## config.mk

```make
export PLATFORM = sky130hd
export DESIGN_NAME = cbt_top
export DESIGN_NICKNAME = d
export VERILOG_FILES = /design/src/hw/cbt_pkg.sv /design/src/hw/cbt_top.sv
export VERILOG_INCLUDE_DIRS = /design/src /design/src/hw
export SDC_FILE = /design/constraint.sdc
export NUM_CORES = 1
export LEC_CHECK = 0
export BUFFER_PORTS_ARGS = -buffer_cell sky130_fd_sc_hd__buf_4
export CAP_MARGIN = 10
export CORE_ASPECT_RATIO = 1.1
export CORE_MARGIN = 3
export CORE_UTILIZATION = 55
export CTS_BUF_LIST = sky130_fd_sc_hd__clkbuf_4
export DETAILED_ROUTE_END_ITERATION = 8
export PLACE_DENSITY_LB_ADDON = 0.08
export SLEW_MARGIN = 20
export SYNTH_ARGS = -nofsm -noshare
export SYNTH_HDL_FRONTEND = slang
export SYNTH_SLANG_ARGS = --single-unit
```

## constraint.sdc

```tcl
create_clock -name clk_in -period 5.1 [get_ports clk_in]
set_input_delay 0.51 -clock clk_in [delete_from_list [all_inputs] [get_ports clk_in]]
set_output_delay 0.51 -clock clk_in [all_outputs]
set_load 0.01 [all_outputs]
```

## src/hw/cbt_consts.svh

```systemverilog
// Constants for the CAN bit timing and interrupt configuration block
`ifndef CBT_CONSTS_SVH
`define CBT_CONSTS_SVH
`define CBT_OFS_CON 4'h0
`define CBT_OFS_CFG 4'h4
`define CBT_OFS_INT 4'h8
`define CBT_CON_EN 15
`define CBT_CON_ACT 11
`define CBT_CON_REQ 26:24
`define CBT_CON_STAT 23:21
`define CBT_CON_CNT 4:0
`define CBT_CON_WMASK 32'h0700_801f
`define CBT_CON_RST 32'h0480_0000
`define CBT_MODE_CFG 3'h4
`define CBT_CFG_WMASK 32'h0047_ffff
`define CBT_CFG_WAKF 22
`define CBT_CFG_SEG2 18:16
`define CBT_CFG_FREE 15
`define CBT_CFG_SAM 14
`define CBT_CFG_SEG1 13:11
`define CBT_CFG_PROP 10:8
`define CBT_CFG_SJW 7:6
`define CBT_CFG_BRP 5:0
`define CBT_INT_ENMASK 32'hf80f_0000
`define CBT_INT_FLMASK 32'h0000_f80f
`define CBT_INT_SERR 12
`define CBT_INT_MODF 3
`define CBT_IPT_TQ 4'h2
`endif

```

## src/hw/cbt_pkg.sv

```systemverilog
// Types for the CAN bit timing and interrupt configuration block
package cbt_pkg;
  typedef enum logic [1:0] {SEG_SYNC = 2'b00, SEG_PROP = 2'b01, SEG_PH1 = 2'b10, SEG_PH2 = 2'b11} cbt_seg_t;
  typedef enum logic [1:0] {MOD_OFF = 2'b00, MOD_RUN = 2'b01, MOD_DRAIN = 2'b10} cbt_mod_t;
endpackage : cbt_pkg

```

## src/hw/cbt_top.sv

```systemverilog
// CAN bit timing generator with control, timing and interrupt registers
//
// The Avalon-MM register port and the register offsets were decided locally.
`timescale 1ns/1ps
`include "cbt_consts.svh"
module cbt_top #(
  parameter int WAKE_FILT_CYC = 8
) (
  // Clock, reset, enable
  input wire logic clk_in,
  input wire logic nrst_in,
  input wire logic ce_in,
  // Avalon-MM slave
  input wire logic [3:0] address_in,
  input wire logic read_in,
  input wire logic write_in,
  input wire logic [3:0] byteenable_in,
  input wire logic [31:0] writedata_in,
  output logic [31:0] readdata_out,
  output logic waitrequest_out,
  // Bus and protocol side
  input wire logic rx_in,
  input wire logic frame_busy_in,
  input wire logic [7:0] hw_evt_in,
  // Results
  output logic irq_out,
  output logic active_out,
  output logic [2:0] op_mode_out,
  output logic [4:0] data_cmp_count_out,
  output logic wake_rx_out,
  output logic bit_start_out,
  output logic sample_strobe_out,
  output logic sample_out
);
  // ****************************************
  // Bus slave
  // ****************************************
  logic [31:0] con_reg, cfg_reg, int_reg, bemask, rd_next;
  logic wr_go, req;
  cbt_pkg::cbt_mod_t mod_reg;
  genvar gi;
  generate
    for (gi = 0; gi < 4; gi++)
    begin : g_be
      assign bemask[gi*8 +: 8] = {8{byteenable_in[gi]}};
    end
  endgenerate
  assign req = read_in | write_in;
  assign wr_go = ce_in & write_in & ~waitrequest_out;
  always_comb
  begin
    case (address_in)
      `CBT_OFS_CON: rd_next = con_reg;
      `CBT_OFS_CFG: rd_next = cfg_reg;
      `CBT_OFS_INT: rd_next = int_reg;
      default: rd_next = 32'h0000_0000;
    endcase
  end
  // One wait state, then the answer
  always_ff @(posedge clk_in)
  begin
    if (!nrst_in)
    begin
      waitrequest_out <= 1'b1;
      readdata_out <= 32'h0000_0000;
    end
    else if (ce_in)
    begin
      if (req && waitrequest_out)
      begin
        waitrequest_out <= 1'b0;
        readdata_out <= rd_next;
      end
      else
        waitrequest_out <= 1'b1;
    end
  end
  // ****************************************
  // Control and mode
  // ****************************************
  logic en_wr, en_prev_reg, mode_evt;
  logic [31:0] con_w;
  assign con_w = (con_reg & ~bemask) | (writedata_in & bemask);
  assign en_wr = wr_go && address_in == `CBT_OFS_CON;
  assign mode_evt = ce_in && mod_reg != cbt_pkg::MOD_OFF && !frame_busy_in
    && con_reg[`CBT_CON_STAT] != con_reg[`CBT_CON_REQ];
  always_ff @(posedge clk_in)
  begin
    if (!nrst_in)
      con_reg <= `CBT_CON_RST;
    else if (ce_in)
    begin
      if (en_wr)
        con_reg <= (con_reg & ~`CBT_CON_WMASK) | (con_w & `CBT_CON_WMASK);
      if (mode_evt)
        con_reg[`CBT_CON_STAT] <= con_reg[`CBT_CON_REQ];
      con_reg[`CBT_CON_ACT] <= mod_reg != cbt_pkg::MOD_OFF;
    end
  end
  // Disable waits for the frame in flight to finish
  always_ff @(posedge clk_in)
  begin
    if (!nrst_in)
      mod_reg <= cbt_pkg::MOD_OFF;
    else if (ce_in)
    begin
      case (mod_reg)
        cbt_pkg::MOD_OFF: if (con_reg[`CBT_CON_EN]) mod_reg <= cbt_pkg::MOD_RUN;
        cbt_pkg::MOD_RUN: if (!con_reg[`CBT_CON_EN]) mod_reg <= cbt_pkg::MOD_DRAIN;
        cbt_pkg::MOD_DRAIN: if (!frame_busy_in) mod_reg <= cbt_pkg::MOD_OFF;
        default: mod_reg <= cbt_pkg::MOD_OFF;
      endcase
    end
  end
  always_ff @(posedge clk_in)
  begin
    if (!nrst_in)
    begin
      active_out <= 1'b0;
      op_mode_out <= `CBT_MODE_CFG;
      data_cmp_count_out <= 5'h00;
      en_prev_reg <= 1'b0;
    end
    else if (ce_in)
    begin
      active_out <= mod_reg != cbt_pkg::MOD_OFF;
      op_mode_out <= con_reg[`CBT_CON_STAT];
      data_cmp_count_out <= con_reg[`CBT_CON_CNT];
      en_prev_reg <= con_reg[`CBT_CON_EN];
    end
  end
  // ****************************************
  // Bit timing register
  // ****************************************
  always_ff @(posedge clk_in)
  begin
    if (!nrst_in)
      cfg_reg <= 32'h0000_0000;
    else if (wr_go && address_in == `CBT_OFS_CFG && con_reg[`CBT_CON_STAT] == `CBT_MODE_CFG)
      cfg_reg <= (cfg_reg & ~bemask) | (writedata_in & bemask & `CBT_CFG_WMASK);
  end
  // ****************************************
  // Interrupt register
  // ****************************************
  logic [31:0] evt_vec, clr_vec;
  logic en_rise;
  assign en_rise = con_reg[`CBT_CON_EN] & ~en_prev_reg;
  assign evt_vec = {16'h0000, hw_evt_in[7:3], 7'h00, mode_evt, hw_evt_in[2:0]};
  always_comb
  begin
    clr_vec = 32'h0000_0000;
    if (wr_go && address_in == `CBT_OFS_INT)
      clr_vec = ~writedata_in & bemask & `CBT_INT_FLMASK;
    clr_vec[`CBT_INT_SERR] = en_rise;
  end
  always_ff @(posedge clk_in)
  begin
    if (!nrst_in)
    begin
      int_reg <= 32'h0000_0000;
      irq_out <= 1'b0;
    end
    else if (ce_in)
    begin
      if (wr_go && address_in == `CBT_OFS_INT)
        int_reg <= ((int_reg & ~`CBT_INT_ENMASK) | (writedata_in & bemask & `CBT_INT_ENMASK)
          | (int_reg & `CBT_INT_ENMASK & ~bemask)) & ~clr_vec | (int_reg & `CBT_INT_FLMASK & ~clr_vec)
          | evt_vec;
      else
        int_reg <= (int_reg & ~clr_vec) | evt_vec;
      irq_out <= |(int_reg[31:16] & int_reg[15:0]);
    end
  end
  // ****************************************
  // Wake-up line filter
  // ****************************************
  logic [7:0] wf_cnt_reg;
  logic wf_reg;
  always_ff @(posedge clk_in)
  begin
    if (!nrst_in)
    begin
      wf_cnt_reg <= 8'h00;
      wf_reg <= 1'b1;
      wake_rx_out <= 1'b1;
    end
    else if (ce_in)
    begin
      if (rx_in == wf_reg)
        wf_cnt_reg <= 8'h00;
      else if (wf_cnt_reg == 8'(WAKE_FILT_CYC - 1))
      begin
        wf_reg <= rx_in;
        wf_cnt_reg <= 8'h00;
      end
      else
        wf_cnt_reg <= wf_cnt_reg + 8'h01;
      wake_rx_out <= cfg_reg[`CBT_CFG_WAKF] ? wf_reg : rx_in;
    end
  end
  // ****************************************
  // Bit timing engine
  // ****************************************
  cbt_pkg::cbt_seg_t seg_reg;
  logic [6:0] presc_reg, tq_reload;
  logic [3:0] qcnt_reg, ext_reg, ph1_len, ph2_len, jump, ph1_n;
  logic [2:0] hist_reg;
  logic run, tick, half, rx_prev_reg, resync_done_reg, fall, maj, sp;
  assign run = mod_reg == cbt_pkg::MOD_RUN && con_reg[`CBT_CON_STAT] != `CBT_MODE_CFG;
  assign tq_reload = {cfg_reg[`CBT_CFG_BRP], 1'b1};
  assign tick = presc_reg == 7'h00;
  assign half = presc_reg == {1'b0, cfg_reg[`CBT_CFG_BRP]};
  assign jump = {2'b00, cfg_reg[`CBT_CFG_SJW]} + 4'h1;
  assign ph1_n = {1'b0, cfg_reg[`CBT_CFG_SEG1]} + 4'h1;
  assign ph1_len = ph1_n + ext_reg;
  assign ph2_len = cfg_reg[`CBT_CFG_FREE] ? {1'b0, cfg_reg[`CBT_CFG_SEG2]} + 4'h1
    : (ph1_n > `CBT_IPT_TQ ? ph1_n : `CBT_IPT_TQ);
  assign fall = rx_prev_reg & ~rx_in;
  assign maj = (hist_reg[1] & hist_reg[0]) | (hist_reg[1] & rx_in) | (hist_reg[0] & rx_in);
  assign sp = run && tick && seg_reg == cbt_pkg::SEG_PH1 && qcnt_reg >= ph1_len - 4'h1;
  always_ff @(posedge clk_in)
  begin
    if (!nrst_in || (ce_in && !run))
      presc_reg <= 7'h00;
    else if (ce_in)
      presc_reg <= tick ? tq_reload : presc_reg - 7'h01;
  end
  always_ff @(posedge clk_in)
  begin
    if (!nrst_in || (ce_in && !run))
    begin
      seg_reg <= cbt_pkg::SEG_SYNC;
      qcnt_reg <= 4'h0;
      ext_reg <= 4'h0;
      resync_done_reg <= 1'b0;
    end
    else if (ce_in)
    begin
      if (fall && !resync_done_reg && seg_reg != cbt_pkg::SEG_SYNC)
      begin
        resync_done_reg <= 1'b1;
        if (seg_reg == cbt_pkg::SEG_PH2)
          qcnt_reg <= qcnt_reg + jump;
        else
          ext_reg <= jump;
      end
      else if (tick)
      begin
        qcnt_reg <= qcnt_reg + 4'h1;
        case (seg_reg)
          cbt_pkg::SEG_SYNC:
          begin
            seg_reg <= cbt_pkg::SEG_PROP;
            qcnt_reg <= 4'h0;
          end
          cbt_pkg::SEG_PROP:
            if (qcnt_reg >= {1'b0, cfg_reg[`CBT_CFG_PROP]})
            begin
              seg_reg <= cbt_pkg::SEG_PH1;
              qcnt_reg <= 4'h0;
            end
          cbt_pkg::SEG_PH1:
            if (qcnt_reg >= ph1_len - 4'h1)
            begin
              seg_reg <= cbt_pkg::SEG_PH2;
              qcnt_reg <= 4'h0;
            end
          cbt_pkg::SEG_PH2:
            if (qcnt_reg >= ph2_len - 4'h1)
            begin
              seg_reg <= cbt_pkg::SEG_SYNC;
              qcnt_reg <= 4'h0;
              ext_reg <= 4'h0;
              resync_done_reg <= 1'b0;
            end
          default: seg_reg <= cbt_pkg::SEG_SYNC;
        endcase
      end
    end
  end
  // Half-quantum history feeds the three-sample vote
  always_ff @(posedge clk_in)
  begin
    if (!nrst_in)
    begin
      hist_reg <= 3'h7;
      rx_prev_reg <= 1'b1;
      sample_out <= 1'b1;
      sample_strobe_out <= 1'b0;
      bit_start_out <= 1'b0;
    end
    else if (ce_in)
    begin
      rx_prev_reg <= rx_in;
      if (half)
        hist_reg <= {hist_reg[1:0], rx_in};
      if (sp)
        sample_out <= cfg_reg[`CBT_CFG_SAM] ? maj : rx_in;
      sample_strobe_out <= sp;
      bit_start_out <= run && tick && seg_reg == cbt_pkg::SEG_SYNC;
    end
  end
endmodule : cbt_top

```

* Word level (Yosys, flattened, before mapping) *
Index checks and enable logic that the tools add are counted.

operators by class
  bitwise logic cells = 35
  muxes and demuxes = 37
  equal/unequal tests = 21
  add/sub/neg operators = 10
  reductions and logical operators = 43
  order comparisons = 4

operators with widths
  kind                  number
  $and A32 B32 Y32      5
  $pmux W32 S3          1
  $not A32 Y32          2
  $or A32 B16 Y32       2
  $or A32 B32 Y32       2
  $mux W4               13
  $and A16 B16 Y16      2
  $and A16 B32 Y32      1
  $mux W32              1
  $or A27 B32 Y32       1
  $or A32 B23 Y32       1
  $or A32 B27 Y32       1
  $and A27 B27 Y27      1
  $or A27 B27 Y27       1
  $mux W24              1
  $logic_and A1 B1 Y1   16
  $mux W16              1
  $mux W8               2
  $not A16 Y16          1
  $pmux W4 S4           1
  $reduce_or A16 Y1     1
  $mux W2               6
  $reduce_bool A2 Y1    6
  $ne A2 B2 Y1 const B  5
  other kinds (40)      76

storage, ports and cells
  output and inout port bits = 47
  word-level logic and storage cells = 175
  bits of input ports = 55
  bits in registers = 175

* Depth between registers and ports, before layout *
  depth in word-level cells = 10
  mapped depth = 14
  mapped depth without buffers = 14

* Worst setup path after synthesis *
Ideal clock, no wire load.

  kind = register -> register
  start = register with a tool-made name
  end = register qcnt_reg[0]
  required time = 5.009 ns
  period minus slack after synthesis = 3.095 ns
  setup time = 0.091 ns
  path slack = 2.005 ns
  cell stages (with the launch flop) = 14
  data arrival time = 3.004 ns
  cells stage by stage = dfxtp_1 inv_1 ha_1 ha_1 inv_1 ha_1 fa_1 xnor2_1 xnor2_1 ha_1 a2111o_1 a21boi_1 o211ai_1 a311oi_1

RTL lines
  item                  RTL line        RTL
  to (signal assigned)  cbt_top.sv:243  qcnt_reg <= qcnt_reg + jump;
  to (signal assigned)  cbt_top.sv:249  qcnt_reg <= qcnt_reg + 4'h1;
  to (decl)             cbt_top.sv:206  logic [3:0] qcnt_reg, ext_reg, ph1_len, ph2_len, jump, ph1_n;

==> results.sh <==
export IMPL_arrival_ns=4.01
export IMPL_syn_nets=874
export IMPL_wirelength_um=18100
export IMPL_synthesis_area_um2=6880
export IMPL_fp_dieArea_um2=13900
export IMPL_hold_path_cell_count=3
export IMPL_seqPwrFrac=0.530
export IMPL_drt_iter0_drc=408
export IMPL_drc=0
export IMPL_clock_latency_ns=0.57
export IMPL_rsz0062_at_grt="no"
export IMPL_min_period_ns=3.53
export IMPL_grt_max_degree=119
export IMPL_row_count=42
export IMPL_start_util=0.566
export IMPL_core_area_um2=12100
export IMPL_synth_mux_area_frac=0.0308
export IMPL_rrSetupSlack_ns=1.57
export IMPL_drive_gt1_frac=0.169
export IMPL_reg2reg_to="qcnt_reg[0]"
export IMPL_crit_path_frequent_cell="ha_1"
export IMPL_hold_buffers=0
export IMPL_cts_setup_buffers=0
export IMPL_ys_top_cells_by_area="dfxtp_1 (41%), nand2_1 (6.5%), a21boi_0 (6.0%)"
export IMPL_hold_viol=0
export IMPL_cap_violations=0
export IMPL_hp_start="writedata_in[26]"
export IMPL_gp_congestion=0.842
export IMPL_yosysUniqueCellTypes=65
export IMPL_final_cells=1029
export IMPL_comb_power_share=0.082
export IMPL_seq_area_um2=2820
export IMPL_multi_input_area_um2=3780
export IMPL_synth_top_area_frac=0.411
export IMPL_grt_ovfl_total=0
export IMPL_cp_data_required_time_ns=5.58
export IMPL_ant_nets=0
export IMPL_slew_viol_final=0
export IMPL_power_mw=2.13
export IMPL_io_pins=102
export IMPL_dp_cells=997
export IMPL_clock_sinks=141
export IMPL_dp_hpwl_um=12600
export IMPL_synth_xor_area_frac=0.0242
export IMPL_clockRootBuffer="clkbuf_4"
export IMPL_path_max_fanout=7
export IMPL_path_cells="ha_1, ha_1, inv_1, ha_1, fa_1, xnor2_1, xnor2_1, ha_1, a2111o_1, a21boi_1, o211ai_1, a311oi_1"
export IMPL_port_buffers=98
export IMPL_cp_slowest_cell="dfxtp_1"
export IMPL_pre_cts_ws_ns=1.61
export IMPL_cts_resized_gates=0
export IMPL_fin_nets=949
export IMPL_wl_per_cell_um=17.5
export IMPL_async_flop_share=0
export IMPL_p_clk_frac=0.388
export IMPL_htreeDepth=4
export IMPL_peakVddDrop_uv=212
export IMPL_synthFlopType="dfxtp_1"
export IMPL_die_w_um=113
export IMPL_p_int_mw=1.58
export IMPL_clk_pin_slew_worst_paths_ns=0.13
export IMPL_cts_made_buffers=17
export IMPL_grt_pass1_vias=5852
export IMPL_final_setup_viol_count=0
export IMPL_vias=6080
export IMPL_cts_buffer_depth=2
export IMPL_die_h_um=123
export IMPL_avgSynthCellArea_um2=8.74
export IMPL_skew_ns=0.0166
export IMPL_rr_worst_depth=12
export IMPL_synth_commonest_cells="dfxtp_1 (141), nand2_1 (119), nand3_1 (57)"
export IMPL_leakagePower_nw=3.08
export IMPL_slew_headroom=0.319
export IMPL_worst_pin_slew_ns=1.02
export IMPL_fillers=1038
export IMPL_setup_ws_ns=1.57
export IMPL_synth_top_family_by_area="simple AND/OR/NAND/NOR gates"
export IMPL_syn_to_final_growth_pct=16.1
export IMPL_antenna_found_initial=0
export IMPL_holdWs_ns=0.171
export IMPL_synth_compound_area_frac=0.207
export IMPL_slowest_delay_ns=0.48
export IMPL_grt_pass1_wl_um=28900
export IMPL_hold_path_class="primary input to register"
export IMPL_ys_ff_latch=141
export IMPL_p_sw_frac=0.258
export IMPL_netlist_instances=787
export IMPL_grt_use_total=0.261
export IMPL_power_density_nw_per_um2=266
export IMPL_yosysSeqAreaShare=0.411
export IMPL_yosys_area_share_adder=0.0604
export IMPL_clock_fmax_ghz=0.283
export IMPL_antenna_cells=0
export IMPL_p_switching_mw=0.548
export IMPL_yosysMostFrequentCell="dfxtp_1"
export IMPL_period_share=0.693
export IMPL_tritoncts="done"
export IMPL_synth_edf_count=0
export IMPL_synth_simple_gate_area_share=0.224
export IMPL_startpoint_type="register"
export IMPL_synth_area_leader_cell="dfxtp_1"
export IMPL_endpoint_kind="register"
export IMPL_status="finished, final reports clean"
export IMPL_fin_tns_setup_ns=0
export IMPL_yosysWarnings=0
export IMPL_viasPerCell=5.91
export IMPL_firstDrtPassIters=7
export IMPL_crit_type="register to register"
[layout make-up]
cell class                 count  share of cell area
clock buffer                  18              0.0169
clock inverter                14              0.0240
inverter                      26              0.0122
multi-input combinational    574               0.473
sequential                   141               0.354
tap                          154              0.0241
timing repair buffer         102              0.0959
[critical path, delay by kind of cell, from the launching register on]
family                   cells  cell delay, ns
adder cells (fa/ha/maj)      5            1.41
AO/OA/AOI/OAI                4            1.21
flip-flops                   1            0.48
XOR/XNOR                     2            0.31
buffers and inverters        1            0.04
[layout by cell type (no fill, tap or decap), drive strengths merged, types with 23 or more instances in the layout]
cell    Yosys  final
nand3      57     57
and2       38     38
o21ai      52     52
dfxtp     141    141
ha         30     30
nand2     119    119
inv        26     28
a21boi     58     58
buf        13    102
a22oi      23     23
[worst max-delay path by stage]
stage / slack, ns / to / cells past startpoint
after detailed placement: 1.61 / qcnt_reg[1] / 13
final: 1.57 / qcnt_reg[0] / 12
after global placement: 1.78 / qcnt_reg[0] / 12
after floorplan: 2.01 / qcnt_reg[0] / 13
after global routing: 1.25 / qcnt_reg[0] / 12
after CTS: 1.59 / qcnt_reg[1] / 12
[power by group through the flow]
stage,logic [mW],registers (mW),clock network (mW)
2_1_floorplan,0.104,1.15,0
3_3_place_gp,0.166,1.15,0
3_5_place_dp,0.172,1.15,0
4_1_cts,0.174,1.13,0.836
5_1_grt,0.191,1.13,0.884
6_report,0.175,1.13,0.825
[stage by stage]
step                      instance area, um^2  utilization
after floorplan                          6880            -
after global placement                   7650        0.630
after detailed placement                 7660        0.631
after CTS                                7980        0.658
after global routing                     7980        0.658
final                                    7980        0.658
[kinds of logic (layout without fill, tap and decap cells)]
family          count (synthesis)  after routing
compound gates                205            205
xor+xnor                       19             19
fa+ha+maj                      32             32
buf+inv                        72            160
flops                         141            141
mux                            21             21
simple gates                  297            297
[routing by layer]
layer / global-route usage / share of wire / vias up
li1: - / - / 2951
met1: 0.332 / 0.44 / 2894
met2: 0.425 / 0.48 / 196
met3: 0.0558 / 0.059 / 39
met4: 0.122 / 0.028 / 0
met5: 0 / 0 / -
No activity file was read; power rests on OpenSTA's default activity.
